### src/spi_port_pkg.sv
// Purpose: Shared constants and carriers for the byte-wide serial port
// Assumes: Special-register access by address with one-cycle strobes
// Notes:   Pin groups travel as packed structs

package spi_port_pkg;

   localparam logic [7:0] ADDR_CTRL  = 8'hF8;
   localparam logic [7:0] ADDR_DATA  = 8'hF7;
   localparam logic [7:0] CTRL_RESET = 8'h04;
   localparam logic [7:0] DATA_RESET = 8'h00;

   // Control register bit positions
   localparam int BIT_DONE   = 7;
   localparam int BIT_WRITE_COLLISION_FLAG   = 6;
   localparam int BIT_EN     = 5;
   localparam int BIT_MASTER = 4;
   localparam int BIT_CLOCK_POLARITY_SEL   = 3;
   localparam int BIT_CLOCK_PHASE_SEL   = 2;
   localparam int BIT_RATE_H = 1;
   localparam int BIT_RATE_L = 0;

   localparam int          PIN_IN_W  = 4;
   localparam logic [3:0]  EDGE_LAST = 4'hF;
   localparam logic [3:0]  EDGE_ZERO = 4'h0;
   localparam logic [3:0]  EDGE_ONE  = 4'h1;
   localparam logic [2:0]  HC_ZERO   = 3'h0;
   localparam logic [2:0]  HC_ONE    = 3'h1;

   typedef enum logic {ST_IDLE, ST_RUN} xfer_e;

   typedef struct packed {
      logic       wr;
      logic       rd;
      logic [7:0] addr;
      logic [7:0] wdata;
   } sfr_req_s;

   typedef struct packed {
      logic sclk;
      logic mosi;
      logic miso;
      logic ss_n;
   } pin_in_s;

   typedef struct packed {
      logic sclk;
      logic sclk_oe_n;
      logic mosi;
      logic mosi_oe_n;
      logic miso;
      logic miso_oe_n;
   } pin_out_s;

   // Last core-clock count of one half serial-clock period
   function automatic logic [2:0] half_last(input logic [1:0] rate);
      logic [2:0] v;
      v = 3'h0;
      case (rate)
         2'h0: v = 3'h0;
         2'h1: v = 3'h1;
         2'h2: v = 3'h3;
         default: v = 3'h7;
      endcase
      return v;
   endfunction

endpackage

### src/serial_port.sv
// Purpose: Full-duplex byte serial port, master or slave, register driven
// Assumes: One core clock; pins are shared with a two-wire interface
// Notes:   Read data answers one cycle after the read strobe
// What this block does
// RULE_01: Eight bits shift out and eight shift in together per byte.
// RULE_02: Interface enable gives the pins to this port or to the two-wire side.
// RULE_03: MISO is input as master, output as slave; MOSI the reverse.
// RULE_04: Each byte travels most significant bit first on both lines.
// RULE_05: Serial clock is driven as master and only read as slave.
// RULE_06: One bit each way per clock period, eight periods per byte.
// RULE_07: Master clock rate, idle level and phase come from control bits.
// RULE_08: Slave reads the incoming clock with programmed polarity and phase.
// RULE_09: Data changes on one clock edge and is sampled on the other.
// RULE_10: The far party uses the same polarity and phase settings.
// RULE_11: Slave select is ignored as master, enables the port as slave.
// RULE_12: Slave select is active low; slave moves data only while low.
// RULE_13: With phase one, the far master may hold select low throughout.
// RULE_14: With phase zero, the far master frames each byte with select.
// RULE_15: As slave, reading the low rate bit returns the select pin level.
// RULE_16: Control register at F8H holds flags and mode bits, resets to 04H.
// RULE_17: Master clock is core clock over 2, 4, 8 or 16.
// RULE_18: Done flag sets at each byte end; cleared by write or data read.
// RULE_19: Collision flag sets on data write during a transfer.
// RULE_20: Master data write starts eight clocks; received byte then latched.
// RULE_21: Idle master clock output rests at the polarity level.

`timescale 1ns/1ns

module serial_port (
   input  wire logic                  clk_sys,
   input  wire logic                  rst,
   input  wire spi_port_pkg::sfr_req_s sfr_req,
   output logic [7:0]                 sfr_rdata,
   input  wire spi_port_pkg::pin_in_s  pin_in,
   output spi_port_pkg::pin_out_s     pin_out,
   output logic                       serial_owns_pins
);
   import spi_port_pkg::*;

   typedef struct packed {
      logic       done;
      logic       write_collision_flag;
      logic       en;
      logic       master;
      logic       clock_polarity_sel;
      logic       clock_phase_sel;
      logic [1:0] rate;
      xfer_e      xfer;
      logic       wait_ss;
      logic [7:0] rx_data;
      logic [7:0] txs;
      logic [7:0] rxs;
      logic       dout;
      logic       sclk;
      logic [2:0] hc;
      logic [3:0] edges;
      logic       sclk_prev;
      logic       ss_prev;
      logic [7:0] rdata;
   } state_s;

   state_s  st;
   state_s  next_st;
   pin_in_s pin_s;
   logic    done_set;
   logic    edge_now;
   logic    lead_now;
   logic    finish;
   logic    data_wr;
   logic    busy;

   pin_sync u_sync (
      .clk_sys  (clk_sys),
      .rst      (rst),
      .pin_raw  (pin_in),
      .pin_safe (pin_s)
   );

   assign busy    = (st.xfer == ST_RUN);
   assign data_wr = sfr_req.wr && (sfr_req.addr == ADDR_DATA);

   always_comb begin
      next_st  = st;
      done_set = 1'b0;
      edge_now = 1'b0;
      lead_now = 1'b0;
      finish   = 1'b0;
      next_st.sclk_prev = pin_s.sclk;
      next_st.ss_prev   = pin_s.ss_n;
      // Master clock generator
      if (busy && st.en && st.master) begin
         if (st.hc == half_last(st.rate)) begin // RULE_17
            next_st.hc    = HC_ZERO;
            next_st.sclk  = ~st.sclk; // RULE_07
            next_st.edges = st.edges + EDGE_ONE;
            edge_now      = 1'b1;
            lead_now      = ~st.edges[0];
            finish        = (st.edges == EDGE_LAST); // RULE_06 RULE_20
         end else begin
            next_st.hc = st.hc + HC_ONE;
         end
      end
      // Slave follows the pin clock only while selected
      if (st.en && !st.master) begin
         if (!pin_s.ss_n) begin // RULE_11 RULE_12
            edge_now = (pin_s.sclk != st.sclk_prev);
            lead_now = edge_now && (st.sclk_prev == st.clock_polarity_sel); // RULE_08
            if (edge_now) begin
               next_st.xfer  = ST_RUN;
               next_st.edges = st.edges + EDGE_ONE;
               if (st.edges == EDGE_LAST) begin
                  if (st.clock_phase_sel) begin
                     finish = 1'b1;
                  end else begin
                     next_st.wait_ss = 1'b1;
                  end
               end
            end
            // Phase zero: the top bit already stands from the data write,
            // so a falling select must not shift it away
         end else if (!st.ss_prev) begin
            // Select released: byte ends if complete, else it is dropped
            finish          = st.wait_ss;
            next_st.xfer    = ST_IDLE;
            next_st.edges   = EDGE_ZERO;
            next_st.wait_ss = 1'b0;
         end
      end
      if (edge_now) begin
         if (lead_now == st.clock_phase_sel) begin // RULE_09
            next_st.dout = st.txs[7]; // RULE_04
            next_st.txs  = {st.txs[6:0], 1'b0};
         end else begin
            next_st.rxs = {st.rxs[6:0],
                           st.master ? pin_s.miso : pin_s.mosi}; // RULE_01
         end
      end
      if (finish) begin
         next_st.rx_data = next_st.rxs; // RULE_20
         next_st.xfer    = ST_IDLE;
         next_st.edges   = EDGE_ZERO;
         next_st.wait_ss = 1'b0;
         done_set        = 1'b1;
      end
      if (!st.en) begin
         next_st.xfer    = ST_IDLE;
         next_st.edges   = EDGE_ZERO;
         next_st.wait_ss = 1'b0;
      end
      // Software access
      if (data_wr) begin
         if (busy) begin
            next_st.write_collision_flag = 1'b1; // RULE_19
         end else begin
            next_st.txs = sfr_req.wdata;
            if (!st.clock_phase_sel) begin
               next_st.dout = sfr_req.wdata[7];
               next_st.txs  = {sfr_req.wdata[6:0], 1'b0};
            end
            if (st.en && st.master) begin
               next_st.xfer  = ST_RUN;
               next_st.hc    = HC_ZERO;
               next_st.edges = EDGE_ZERO;
               next_st.sclk  = st.clock_polarity_sel;
            end
         end
      end
      if (sfr_req.wr && (sfr_req.addr == ADDR_CTRL)) begin // RULE_16
         next_st.done   = sfr_req.wdata[BIT_DONE];
         next_st.write_collision_flag   = sfr_req.wdata[BIT_WRITE_COLLISION_FLAG];
         next_st.en     = sfr_req.wdata[BIT_EN];
         next_st.master = sfr_req.wdata[BIT_MASTER];
         next_st.clock_polarity_sel   = sfr_req.wdata[BIT_CLOCK_POLARITY_SEL];
         next_st.clock_phase_sel   = sfr_req.wdata[BIT_CLOCK_PHASE_SEL];
         next_st.rate   = {sfr_req.wdata[BIT_RATE_H],
                           sfr_req.wdata[BIT_RATE_L]};
      end
      if (sfr_req.rd && (sfr_req.addr == ADDR_DATA)) begin
         next_st.done = 1'b0; // RULE_18
      end
      // Hardware events win over a same-cycle clear
      if (done_set) begin
         next_st.done = 1'b1; // RULE_18
      end
      if (data_wr && busy) begin
         next_st.write_collision_flag = 1'b1;
      end
      next_st.rdata = 8'h00;
      if (sfr_req.rd) begin
         if (sfr_req.addr == ADDR_CTRL) begin
            next_st.rdata = {st.done, st.write_collision_flag, st.en, st.master, st.clock_polarity_sel,
                             st.clock_phase_sel, st.rate[1],
                             st.master ? st.rate[0] : pin_s.ss_n}; // RULE_15
         end else if (sfr_req.addr == ADDR_DATA) begin
            next_st.rdata = st.rx_data;
         end
      end
   end

   always_ff @(posedge clk_sys) begin
      if (rst) begin
         st         <= '0;
         st.done    <= CTRL_RESET[BIT_DONE];
         st.write_collision_flag    <= CTRL_RESET[BIT_WRITE_COLLISION_FLAG];
         st.en      <= CTRL_RESET[BIT_EN];
         st.master  <= CTRL_RESET[BIT_MASTER];
         st.clock_polarity_sel    <= CTRL_RESET[BIT_CLOCK_POLARITY_SEL];
         st.clock_phase_sel    <= CTRL_RESET[BIT_CLOCK_PHASE_SEL];
         st.rate    <= CTRL_RESET[BIT_RATE_H:BIT_RATE_L];
         st.rx_data <= DATA_RESET;
         st.sclk_prev <= 1'b1;
         st.ss_prev <= 1'b1;
      end else begin
         st <= next_st;
      end
   end

   // Enables are low while driving; all released when the pins are lent out
   always_comb begin
      pin_out.sclk      = busy ? st.sclk : st.clock_polarity_sel; // RULE_21
      pin_out.sclk_oe_n = !(st.en && st.master); // RULE_05 RULE_02
      pin_out.mosi      = st.dout;
      pin_out.mosi_oe_n = !(st.en && st.master); // RULE_03
      pin_out.miso      = st.dout;
      pin_out.miso_oe_n = !(st.en && !st.master && !pin_s.ss_n); // RULE_12
   end

   assign sfr_rdata        = st.rdata;
   assign serial_owns_pins = st.en; // RULE_02
endmodule

### src/pin_sync.sv
// Purpose: Two-stage synchroniser for the serial port pin inputs
// Assumes: Inputs are asynchronous to clk_sys
// Notes:   First stage feeds only the second stage

`timescale 1ns/1ns

module pin_sync (
   input  wire logic                 clk_sys,
   input  wire logic                 rst,
   input  wire spi_port_pkg::pin_in_s pin_raw,
   output spi_port_pkg::pin_in_s     pin_safe
);
   import spi_port_pkg::*;

   logic [PIN_IN_W-1:0] stage1;
   logic [PIN_IN_W-1:0] stage2;
   logic [PIN_IN_W-1:0] raw_bits;

   assign raw_bits = pin_raw;

   genvar i;
   generate
      for (i = 0; i < PIN_IN_W; i = i + 1) begin : g_bit
         always_ff @(posedge clk_sys) begin
            if (rst) begin
               stage1[i] <= 1'b1;
               stage2[i] <= 1'b1;
            end else begin
               stage1[i] <= raw_bits[i];
               stage2[i] <= stage1[i];
            end
         end
      end
   endgenerate

   assign pin_safe = stage2;

endmodule

### config.mk
export PLATFORM = sky130hd
export DESIGN_NAME = serial_port
export DESIGN_NICKNAME = d
export VERILOG_FILES = /design/src/spi_port_pkg.sv /design/src/serial_port.sv /design/src/pin_sync.sv
export SDC_FILE = /design/constraint.sdc
export NUM_CORES = 1
export LEC_CHECK = 0
export ABC_AREA = 1
export BUFFER_PORTS_ARGS = -buffer_cell sky130_fd_sc_hd__buf_2
export CORE_MARGIN = 4
export CORE_UTILIZATION = 25
export DETAILED_ROUTE_END_ITERATION = 7
export HOLD_SLACK_MARGIN = 0.02
export PLACE_DENSITY = 0.5
export SKIP_LAST_GASP = 1
export SLEW_MARGIN = 20
export SYNTH_ARGS = -nofsm -noshare
export SYNTH_HDL_FRONTEND = slang
export SYNTH_SLANG_ARGS = --single-unit
### constraint.sdc
create_clock -name clk_sys -period 2.25 [get_ports clk_sys]
set_input_delay 0.3375 -clock clk_sys [delete_from_list [all_inputs] [get_ports clk_sys]]
set_output_delay 0.3375 -clock clk_sys [all_outputs]
set_load 0.02 [all_outputs]
Yosys cells after proc, flatten, opt, wreduce, memory -nomap -nowiden
Index checks and enable logic that the tools add are counted.
W data, S select, Z words.
- register bits: 61
- input bits: 24
- word-level logic and storage cells: 130
- $add $sub $neg: 2
- equal/unequal tests: 11
- multiplexer cells: 62
- bitwise logic cells: 4
- reduce and logical (&&, ||, !) cells: 24
- operator list (cell ; number):
    $mux W8 ; 10
    $mux W1 ; 33
    $mux W4 ; 7
    $mux W9 ; 2
    $mux W17 ; 1
    $eq A8 B8 Y1 const B ; 2
    $logic_and A1 B1 Y1 ; 10
    $mux W10 ; 1
    $mux W2 ; 5
    $pmux W3 S3 ; 1
    $reduce_bool A3 Y1 ; 3
    $mux W3 ; 2
    $reduce_and A5 Y1 ; 1
    $add A4 B1 Y4 const B ; 1
    $eq A4 B4 Y1 const B ; 1
    $logic_not A1 Y1 ; 4
    $not A1 Y1 ; 4
    $reduce_bool A2 Y1 ; 2
    $add A3 B1 Y3 const B ; 1
    $eq A3 B3 Y1 ; 1
    $reduce_or A3 Y1 ; 1
    $eq A1 B1 Y1 ; 2
    $eq A2 B1 Y1 const B ; 1
    $eq A2 B2 Y1 const B ; 1
    other kinds (6) ; 6

Logic depth before layout (Yosys ltp)
Gate-level depths: netlist of the first run.
- word-level depth: 16
- depth in mapped cells: 17
- mapped depth without buffers: 16

Cells and area by module
A second synthesis of the first run with hierarchy kept.
- cells, all modules: 438
- area, all modules: 3105.5 um^2
- modules (own cells, without submodules) (module ; times used ; cells each ; area an instance (um^2)):
    serial_port ; 1 ; 413 ; 2881.5
    pin_sync ; 1 ; 25 ; 224.0

Worst setup path after synthesis of the first run
Ideal clock, no wire load.
- path kind: flip-flop to flip-flop
- start point: register st[46] (netlist name)
- end point: register st[29] (netlist name)
- setup time: 0.109 ns
- arrival time: 1.742 ns
- setup slack: 0.399 ns
- stages on the path, launching flop included: 15
- path buffers: 1
- clock period less this slack: 1.851 ns
- cells stage by stage: dfxtp_1 -> buf_6 -> xnor2_1 -> nand3_2 -> inv_1 -> ha_1 -> nand2_4 -> nand2_1 -> nand2_1 -> nand2_4 -> nand2_2 -> nand2_1 -> nand3_1 -> nand2_1 -> inv_1
- cells in the longest elaborated chain, start to end: 13
- RTL lines (what ; line ; source):
    start: declaration ; serial_port.sv:62 ; state_s st;
    start signal: assignment ; serial_port.sv:214 ; st <= next_st;
    $eq A2 B2 Y1, or another cell as far along ; spi_port_pkg.sv:58 ; case (rate)
    $pmux W3 S3 (*) ; spi_port_pkg.sv:58 ;
    $mux W3 (*) ; serial_port.sv:91 ; if (busy && st.en && st.master) begin
    $eq A3 B3 Y1 (*) ; serial_port.sv:92 ; if (st.hc == half_last(st.rate)) begin
    $mux W1 ; serial_port.sv:92 ;
    $mux W1 ; serial_port.sv:91 ;
    $mux W1 ; serial_port.sv:105 ; if (!pin_s.ss_n) begin
    $mux W1 ; serial_port.sv:104 ; if (st.en && !st.master) begin
    $eq A1 B1 Y1 ; serial_port.sv:130 ; if (lead_now == st.clock_phase_sel) begin
    $mux W8 ; serial_port.sv:130 ;
    $mux W17 (*) ; serial_port.sv:129 ; if (edge_now) begin
    $mux W8 ; serial_port.sv:152 ; if (busy) begin
    $mux W8 (*) ; serial_port.sv:151 ; if (data_wr) begin
Mark *: on every way between the ends. The rest lies on a longest branch, timed or not. The select of a mux whose other input is x is not followed.
A chain may end at the register's enable or synchronous reset.

Worst setup path after layout of the first run
- start point: register st[45] (netlist name)
- end point: register st[39] (netlist name)
- cells in the longest elaborated chain, start to end: 11
- RTL lines (what ; line):
    $eq A2 B2 Y1, or another cell as far along ; spi_port_pkg.sv:58
    $pmux W3 S3 (*) ; spi_port_pkg.sv:58
    $mux W3 (*) ; serial_port.sv:91
    $eq A3 B3 Y1 (*) ; serial_port.sv:92
    $mux W1 ; serial_port.sv:92
    $mux W1 ; serial_port.sv:91
    $mux W1, on equally long branches ; serial_port.sv:105, serial_port.sv:112
    $mux W1, on equally long branches ; serial_port.sv:104, serial_port.sv:111
    $eq A1 B1 Y1 / $mux W1 (equally long branches) ; serial_port.sv:130, serial_port.sv:108
    $mux W8 / $mux W1 (equally long branches) ; serial_port.sv:130, serial_port.sv:105
    $mux W17 / $mux W1 (equally long branches) ; serial_port.sv:129, serial_port.sv:104
Marks and branches as above.

==> results.sh, run 1 <==
export IMPL_dr_pass1_iters=5
export IMPL_seqPwrFrac_pct=43.2
export IMPL_hold_class="in -> reg"
export IMPL_syn_nets=466
export IMPL_period_share_pct=88.0
export IMPL_slew_violations=0
export IMPL_remaining_drc_errors=0
export IMPL_crit_type="reg -> reg"
export IMPL_synth_edf_count=0
export IMPL_pwr_share_clk_pct=53.7
export IMPL_powerDensity_mw_per_mm2=684
export IMPL_p_leak_nw=1.80
export IMPL_synth_area_leaders="dfxtp_1, nand2_1, nand3_1, inv_1, a21oi_1"
export IMPL_max_stage_delay_ps=400
export IMPL_crit_fanout=9
export IMPL_first_global_vias=2686
export IMPL_nets=502
export IMPL_place_hpwl_um=5940
export IMPL_yosysTopAreaCell="dfxtp_1"
export IMPL_clkSlewWorstSetupHoldPaths_ps=50
export IMPL_h_tree_depth=3
export IMPL_worst_path_buf_inv=2
export IMPL_wl_per_cell_um=12.4
export IMPL_fin_area_mm2=0.00369
export IMPL_clock_latency_ps=330
export IMPL_post_cts_buffers=0
export IMPL_cts_inserted_buffers=9
export IMPL_cts_sinks=61
export IMPL_start_kind="flop"
export IMPL_internal_power_mw=1.97
export IMPL_synthTopCellsByCount="nand2_1, dfxtp_1, inv_1"
export IMPL_switching_share_pct=21.9
export IMPL_worst_slew_pin_slew_ps=514
export IMPL_cp_top_family="simple AND/OR/NAND/NOR gates"
export IMPL_syn_inst=439
export IMPL_crit_top_cell="nand2_1"
export IMPL_utilization_pct=30.6
export IMPL_vdd_drop_max_mv=0.297
export IMPL_cp_cell_sequence="o21ai_0 -> nand2_1 -> nand3_2 -> inv_1 -> ha_1 -> nand2_4 -> nand2_1 -> nand2_1 -> nand2_4 -> nand2_4 -> nand2_1 -> nand3_1 -> nand2_1 -> inv_1"
export IMPL_viasPerCell=4.31
export IMPL_crit_cells=14
export IMPL_crit_arrival_ps=2210
export IMPL_rsz0062_at_grt="false"
export IMPL_drv_cap=0
export IMPL_yosysMostFrequentCell="nand2_1"
export IMPL_clock_path_buffers=2
export IMPL_ff2ff_path_depth=14
export IMPL_numPortBuffers=38
export IMPL_cp_required_ps=2480
export IMPL_antenna_found_initial=0
export IMPL_slowest_stage="dfxtp_1"
export IMPL_ant_nets=0
export IMPL_num_vias=2796
export IMPL_coreArea_mm2=0.0121
export IMPL_relSlewSlack_pct=65.7
export IMPL_min_period_ps=1980
export IMPL_finalHoldViolCount=0
export IMPL_die_h_um=119
export IMPL_finClkSkew_ps=12.1
export IMPL_dieArea_mm2=0.0142
export IMPL_yosysSeqAreaShare_pct=39.6
export IMPL_wl_um=8010
export IMPL_ios=39
export IMPL_p_switching_mw=0.555
export IMPL_initial_core_util_pct=25.6
export IMPL_overflow=0
export IMPL_timing_fmax_mhz=505
export IMPL_placed_cells=632
export IMPL_finalSetupTns_ps=0
export IMPL_syn_to_final_growth_pct=19.7
export IMPL_final_layout_size_suffix_gt1_share_pct=19.4
export IMPL_synth_area_per_cell_um2=7.03
export IMPL_async_flop_share_pct=0
export IMPL_cts_tree="built"
export IMPL_track_usage_pct=11.9
export IMPL_placed_cell_area_mm2=0.00340
export IMPL_synth_top_area_share_pct=39.6
export IMPL_synth_seq_cells=61
export IMPL_pwr_share_comb_pct=3.1
export IMPL_grt_max_degree=30
export IMPL_yosysWarnings=0
export IMPL_pre_cts_ws_ps=218
export IMPL_yosys_most_used_dff="dfxtp_1"
export IMPL_status="finished, final reports clean"
export IMPL_setup_viol=0
export IMPL_cp_end_kind="flop"
export IMPL_die_w_um=119
export IMPL_gp_congestion=0.791
export IMPL_setup_ws_ps=271
export IMPL_ys_types=32
export IMPL_cts_root_buf="clkbuf_16"
export IMPL_grt_pass1_wl_um=13400
export IMPL_final_cells=648
export IMPL_drt_iter0_drc=129
export IMPL_netlist_area_mm2=0.00309
export IMPL_whs_path_depth=2
export IMPL_row_count=40
export IMPL_n_antenna_cell=0
## per-stage QoR
| step | hold WS [ps] | power [mW] |
|---|---|---|
| 3_3_place_gp | 391 | 1.19 |
| 3_5_place_dp | 394 | 1.20 |
| 6_report | 192 | 2.53 |
| 4_1_cts | 180 | 2.57 |
| 2_1_floorplan | 389 | 1.16 |
| 5_1_grt | 187 | 2.62 |
## state kept, by name (all words and copies together), names as in the netlist
name              cells
st                   42
sfr_rdata             8
u_sync.pin_safe       4
u_sync.stage1         4
busy                  1
pin_out               1
serial_owns_pins      1
## power by group through the flow
| stage | logic [mW] | registers [mW] | clock network, mW |
|---|---|---|---|
| after floorplan | 0.0418 | 1.11 | 0 |
| after global placement | 0.0791 | 1.11 | 0 |
| after detailed placement | 0.0801 | 1.11 | 0 |
| after CTS | 0.0805 | 1.09 | 1.39 |
| after global routing | 0.0900 | 1.09 | 1.43 |
| final | 0.0796 | 1.09 | 1.36 |
## routing by layer
metal	wire [um]	vias up	share of wire, %	global-route usage, %
met5	0	-	0	0
met4	76	0	0.95	3.48
met1	4070	1251	51	16.2
met2	3400	84	42	18.1
met3	473	8	5.9	3.47
li1	-	1453	-	-
## cell families after synthesis
group,count (synthesis),share of synthesized area (%)
buffers and inverters,87,13.0
and+or+nand+nor,233,36.1
adders and majority gates,3,1.22
xor gates and xnor gates,3,0.852
AOI/OAI and AO/OA,52,9.29
DFF,61,39.6
## layout make-up
class / count / area, um^2
clock buffer: 10 / 229
clock inverter: 6 / 63.8
fill: 1331 / 8370
inverter: 66 / 250
multi-input combinational: 291 / 1470
sequential: 61 / 1220
tap: 168 / 210
timing repair buffer: 46 / 250
## timing repair
item                       CTS  global route
resized for setup            0             2
setup endpoints to repair    0            10
hold buffers                 0             0
## path summary, 6_finish.rpt
| check | slack [ps] | endpoint | start |
|---|---|---|---|
| setup reg to reg | 270 | st[39] | st[45] |
| hold / removal | 190 | u_sync.stage1[2] | pin_in[2] |
| hold reg to reg | 410 | u_sync.pin_safe[0] | u_sync.stage1[0] |
| setup / recovery | 270 | st[39] | st[45] |
## cell usage in the layout, fill, tap and decap left out
cell type	count
clkbuf_16	9
nor3_4	1
nand2_2	4
inv_1	61
a21oi_1	31
inv_2	2
nand2_1	124
buf_4	8
nand4_1	2
clkinv_4	1
xor2_1	2
nand2_4	8
nor2_1	19
nor2_4	1
dfxtp_2	1
a21oi_4	1
clkinv_2	2
bufinv_16	1
nand3_2	2
xnor2_1	1
dfxtp_1	60
o21ai_0	11
or2_2	8
clkinvlp_4	2
nand3_1	57
clkinv_1	2
nand4_4	1
nor2_8	1
a31oi_1	6
nor4_1	1
nand3b_1	1
buf_2	38
o211ai_1	3
inv_4	1
clkbuf_1	1
nor2_2	1
nor3_1	2
ha_1	3
No activity file was read; power rests on OpenSTA's default activity.
==> inputs of run 2 (changes only) <==
- clock period: 2.25 -> 2.3 ns (I/O delays scaled with it)
==> run 2 against run 1 <==
Global-route usage about the same. Sequential cell count unchanged. Die area unchanged. Largest power group unchanged.
==> results.sh, run 2 (synthesis gave the netlist of run 1 again) <==
export IMPL_status="finished, final reports clean"
export IMPL_rrSetupSlack_ps=260
export IMPL_clock_path_buffers=2
export IMPL_drv_cap=0
export IMPL_cts_tree="built"
export IMPL_n_antenna_cell=0
export IMPL_wl_per_cell_um=12.1
export IMPL_reg2reg_to="st[33]"
export IMPL_cts_resized=0
export IMPL_fillers=1320
export IMPL_die_w_um=119
export IMPL_relSlewSlack_pct=67.0
export IMPL_numPortBuffers=38
export IMPL_worst_slew_pin_slew_ps=495
export IMPL_nets=501
export IMPL_num_vias=2743
export IMPL_first_global_vias=2709
export IMPL_holdPathEnd="u_sync.stage1[0]"
export IMPL_finalSetupTns_ps=0
export IMPL_slew_violations=0
export IMPL_clkSlewWorstSetupHoldPaths_ps=50
export IMPL_ant_nets=0
export IMPL_largest_register_ffs=42
export IMPL_dr_pass1_iters=4
export IMPL_drt_iter0_drc=157
export IMPL_setup_viol=0
export IMPL_viasPerCell=4.24
export IMPL_grt_max_degree=30
export IMPL_cp_end_kind="flop"
export IMPL_gp_congestion=0.817
export IMPL_place_hpwl_um=5820
export IMPL_crit_type="reg -> reg"
export IMPL_h_tree_depth=3
export IMPL_grt_pass1_wl_um=13400
export IMPL_die_h_um=119
export IMPL_final_cell_mix="nand2_1, inv_1, dfxtp_1"
export IMPL_final_layout_size_suffix_gt1_share_pct=19.0
export IMPL_coreArea_mm2=0.0121
export IMPL_ff2ff_path_depth=13
export IMPL_cts_root_buf="clkbuf_16"
export IMPL_timing_fmax_mhz=490
export IMPL_placed_cell_area_mm2=0.00339
export IMPL_cp_required_ps=2530
export IMPL_multi_input_area_mm2=0.00146
export IMPL_vdd_drop_max_mv=0.355
export IMPL_regMostFlops="st"
export IMPL_track_usage_pct=11.8
export IMPL_holdBufCountCts=0
export IMPL_seqCellArea_mm2=0.00122
export IMPL_crit_arrival_ps=2270
export IMPL_whs_path_depth=2
export IMPL_finalHoldViolCount=0
export IMPL_start_kind="flop"
export IMPL_remaining_drc_errors=0
export IMPL_min_period_ps=2040
export IMPL_post_cts_buffers=0
export IMPL_rsz0062_at_grt="false"
export IMPL_overflow=0
export IMPL_final_common_cell="nand2_1"
export IMPL_worst_r2r_startpoint="st[46]"
export IMPL_initial_core_util_pct=25.6
export IMPL_powerDensity_mw_per_mm2=646
export IMPL_p_leak_nw=1.77
export IMPL_crit_fanout=9
export IMPL_ios=39
export IMPL_finClkSkew_ps=8.11
export IMPL_wl_um=7850
export IMPL_hold_class="in -> reg"
export IMPL_period_share_pct=88.7
export IMPL_syn_to_final_growth_pct=18.5
export IMPL_row_count=40
export IMPL_dieArea_mm2=0.0142
export IMPL_fin_area_mm2=0.00366
export IMPL_holdWs_ps=200
export IMPL_clock_latency_ps=330
export IMPL_min_from="pin_in[0]"
export IMPL_cts_inserted_buffers=9
export IMPL_cts_sinks=61
export IMPL_antenna_found_initial=0
-- run 2: final cells by class --
cell class,instances,share of cell area [%]
Clock buffer,10,6.26
Sequential cell,61,33.4
Inverter,66,6.84
Multi-Input combinational cell,291,40.0
Tap cell,168,5.75
Timing Repair Buffer,45,6.64
Clock inverter,6,1.09
-- run 2: metal layers --
metal	GRT usage, %	share of wire [%]	vias to the layer above
li1	-	-	1455
met2	17.2	41	59
met3	3.70	5.0	9
met1	16.6	52	1220
met4	3.69	1.5	0
met5	0	0	-
-- run 2: critical path, stage by stage (launching register included) --
cell     delay (ps)
dfxtp_1         370
xnor2_1         350
nand3_2         150
inv_1           100
ha_1            190
nand2_4          60
nand2_1          80
nand2_1          80
nand2_4         130
nand2_2         150
nand2_1         100
nand3_1          60
nand2_1          70
inv_1            30
-- run 2: report_power, final --
group | switching, mW | leakage, nW | total, mW | internal, mW
Combinational | 0.0479 | 1.15 | 0.0780 | 0.0301
Sequential | 0.00264 | 0.493 | 1.07 | 1.07
Clock | 0.490 | 0.132 | 1.22 | 0.726
Total | 0.541 | 1.77 | 2.36 | 1.82
-- run 2: through the flow --
stage | worst slack (ps) | cells | total power, mW | utilization [%]
6_report | 260 | 647 | 2.36 | 30.3
3_5_place_dp | 254 | 631 | 1.17 | 28.1
5_1_grt | 34.4 | 647 | 2.46 | 30.3
4_1_cts | 243 | 647 | 2.40 | 30.3
2_1_floorplan | 449 | 439 | 1.13 | -
3_3_place_gp | 289 | 631 | 1.17 | 28.1
-- run 2: how the worst max path moves through the flow --
stage,from,to,cells after the start
finish,st[46],st[33],13
global route,st[46],st[32],13
CTS,st[46],st[30],13
detailed placement,st[46],st[30],13
global placement,st[46],st[30],13
floorplan,st[46],st[29],14
==> inputs of run 3 (changes only) <==
- CORE_UTILIZATION: 25 -> 62
- PLACE_DENSITY: 0.5 -> 0.94
==> run 3 against run 2 <==
Clock power fell by 7%. Combinational power fell by 2%. Global-route usage rose by 14 points. Critical path type unchanged. First-iteration DRC count rose by 120%. Via count rose by 10%. Utilization rose by 43 points. Hold slack got worse by 24 ps. Total power fell by 3.2%. Worst setup slack got worse by 83 ps.
==> results.sh, run 3 (synthesis gave the netlist of run 1 again) <==
export IMPL_wl_per_cell_um=13.6
export IMPL_n_antenna_cell=0
export IMPL_pwr_share_comb_pct=3.4
export IMPL_hold_class="in -> reg"
export IMPL_h_tree_depth=3
export IMPL_crit_fanout=9
export IMPL_die_h_um=78.5
export IMPL_seqPwrFrac_pct=46.7
export IMPL_num_vias=3018
export IMPL_worst_slew_pin_slew_ps=462
export IMPL_antenna_found_initial=0
export IMPL_crit_arrival_ps=2370
export IMPL_clock_path_buffers=2
export IMPL_initial_core_util_pct=64.5
export IMPL_dr_pass1_iters=5
export IMPL_ios=39
export IMPL_row_count=25
export IMPL_met2WireLength_um=3580
export IMPL_cts_root_buf="clkbuf_8"
export IMPL_cp_top_family="simple AND/OR/NAND/NOR gates"
export IMPL_cts_tree="built"
export IMPL_slew_violations=0
export IMPL_cp_cell_sequence="nand3_1 -> nand2_1 -> clkinv_1 -> nand3_2 -> inv_1 -> ha_1 -> nand2_4 -> nand3_1 -> nand2_4 -> nand2_2 -> nand2_1 -> nand3_1 -> nand2_1 -> inv_1"
export IMPL_drv_cap=0
export IMPL_clock_latency_ps=350
export IMPL_seqCellArea_mm2=0.00122
export IMPL_regMostFlops="st"
export IMPL_numPortBuffers=38
export IMPL_p_leak_nw=1.75
export IMPL_timing_fmax_mhz=471
export IMPL_setup_ws_ps=178
export IMPL_grt_max_degree=30
export IMPL_place_hpwl_um=5250
export IMPL_max_stage_delay_ps=480
export IMPL_track_usage_pct=25.6
export IMPL_cp_required_ps=2550
export IMPL_utilization_pct=73.2
export IMPL_post_cts_buffers=0
export IMPL_rsz0062_at_grt="false"
export IMPL_rrSetupSlack_ps=180
export IMPL_final_layout_size_suffix_gt1_share_pct=19.0
export IMPL_gp_congestion=0.885
export IMPL_pre_cts_ws_ps=246
export IMPL_wl_um=7410
export IMPL_status="finished, final reports clean"
export IMPL_pwr_share_clk_pct=50.0
export IMPL_cts_inserted_buffers=9
export IMPL_slowest_stage="dfxtp_1"
export IMPL_min_period_ps=2120
export IMPL_finClkSkew_ps=6.06
export IMPL_worst_path_buf_inv=3
export IMPL_grt_pass1_wl_um=12300
export IMPL_multi_input_area_mm2=0.00147
export IMPL_remaining_drc_errors=0
export IMPL_final_common_cell="nand2_1"
export IMPL_nets=500
export IMPL_period_share_pct=92.3
export IMPL_cp_end_kind="flop"
export IMPL_relSlewSlack_pct=69.2
export IMPL_fillers=361
export IMPL_first_global_vias=2767
export IMPL_die_w_um=78.5
export IMPL_crit_type="reg -> reg"
export IMPL_coreArea_mm2=0.00479
export IMPL_cts_sinks=61
export IMPL_setup_viol=0
export IMPL_powerDensity_mw_per_mm2=653
export IMPL_final_cell_mix="nand2_1, inv_1, dfxtp_1"
export IMPL_finalSetupTns_ps=0
export IMPL_internal_power_mw=1.81
export IMPL_topRoutingLayerUsed="met4"
export IMPL_drt_iter0_drc=353
export IMPL_largest_register_ffs=42
export IMPL_switching_share_pct=20.7
export IMPL_p_switching_mw=0.474
export IMPL_ant_nets=0
export IMPL_viasPerCell=5.54
export IMPL_overflow=0
export IMPL_clkSlewWorstSetupHoldPaths_ps=70
export IMPL_start_kind="flop"
export IMPL_dieArea_mm2=0.00617
export IMPL_routed_wl_met3_um=771
export IMPL_vdd_drop_max_mv=0.618
export IMPL_wl_met1_um=2870
export IMPL_finalHoldViolCount=0
export IMPL_syn_to_final_growth_pct=13.5
run 3: final timing paths:
check              startpoint                  to  cells past startpoint
max                    st[46]              st[31]                     14
min                 pin_in[2]    u_sync.stage1[2]                      2
max reg2reg            st[46]              st[31]                     14
min reg2reg  u_sync.stage1[1]  u_sync.pin_safe[1]                      1
run 3: area by class of cell:
class                   instances  share of cell area (%)
multi-input cells             291                    42.0
flip-flops and latches         61                    34.9
inverters                      66                    7.15
repair buffers                 44                    6.72
clock buffers                  10                    3.65
clock inverters                 6                    3.18
well taps                      67                    2.39
run 3: power groups by stage:
stage	Clock, mW	Combinational, mW	Sequential [mW]
floorplan	0	0.0409	1.09
global placement	0	0.0725	1.09
detailed placement	0	0.0755	1.09
CTS	1.15	0.0765	1.07
global route	1.20	0.0862	1.07
finish	1.14	0.0768	1.07
run 3: metrics by stage:
| step | hold WS [ps] | instance area (um^2) | total power, mW | std cells |
|---|---|---|---|---|
| final | 176 | 3500 | 2.29 | 545 |
| after global routing | 178 | 3500 | 2.36 | 545 |
| after CTS | 170 | 3490 | 2.29 | 545 |
| after detailed placement | 398 | 3250 | 1.17 | 529 |
| after global placement | 390 | 3250 | 1.16 | 529 |
| after floorplan | 389 | 3090 | 1.13 | 439 |
run 3: metal layers:
metal,up-vias,GRT usage (%)
met3,23,6.08
met4,0,12.4
li1,1450,-
met5,-,0
met2,186,43.0
met1,1359,30.5
run 3: timing repair:
item                                    in CTS  in global routing
hold buffers                                 0                  0
endpoints found under the setup margin       0                  1
gates resized for setup                      0                  1
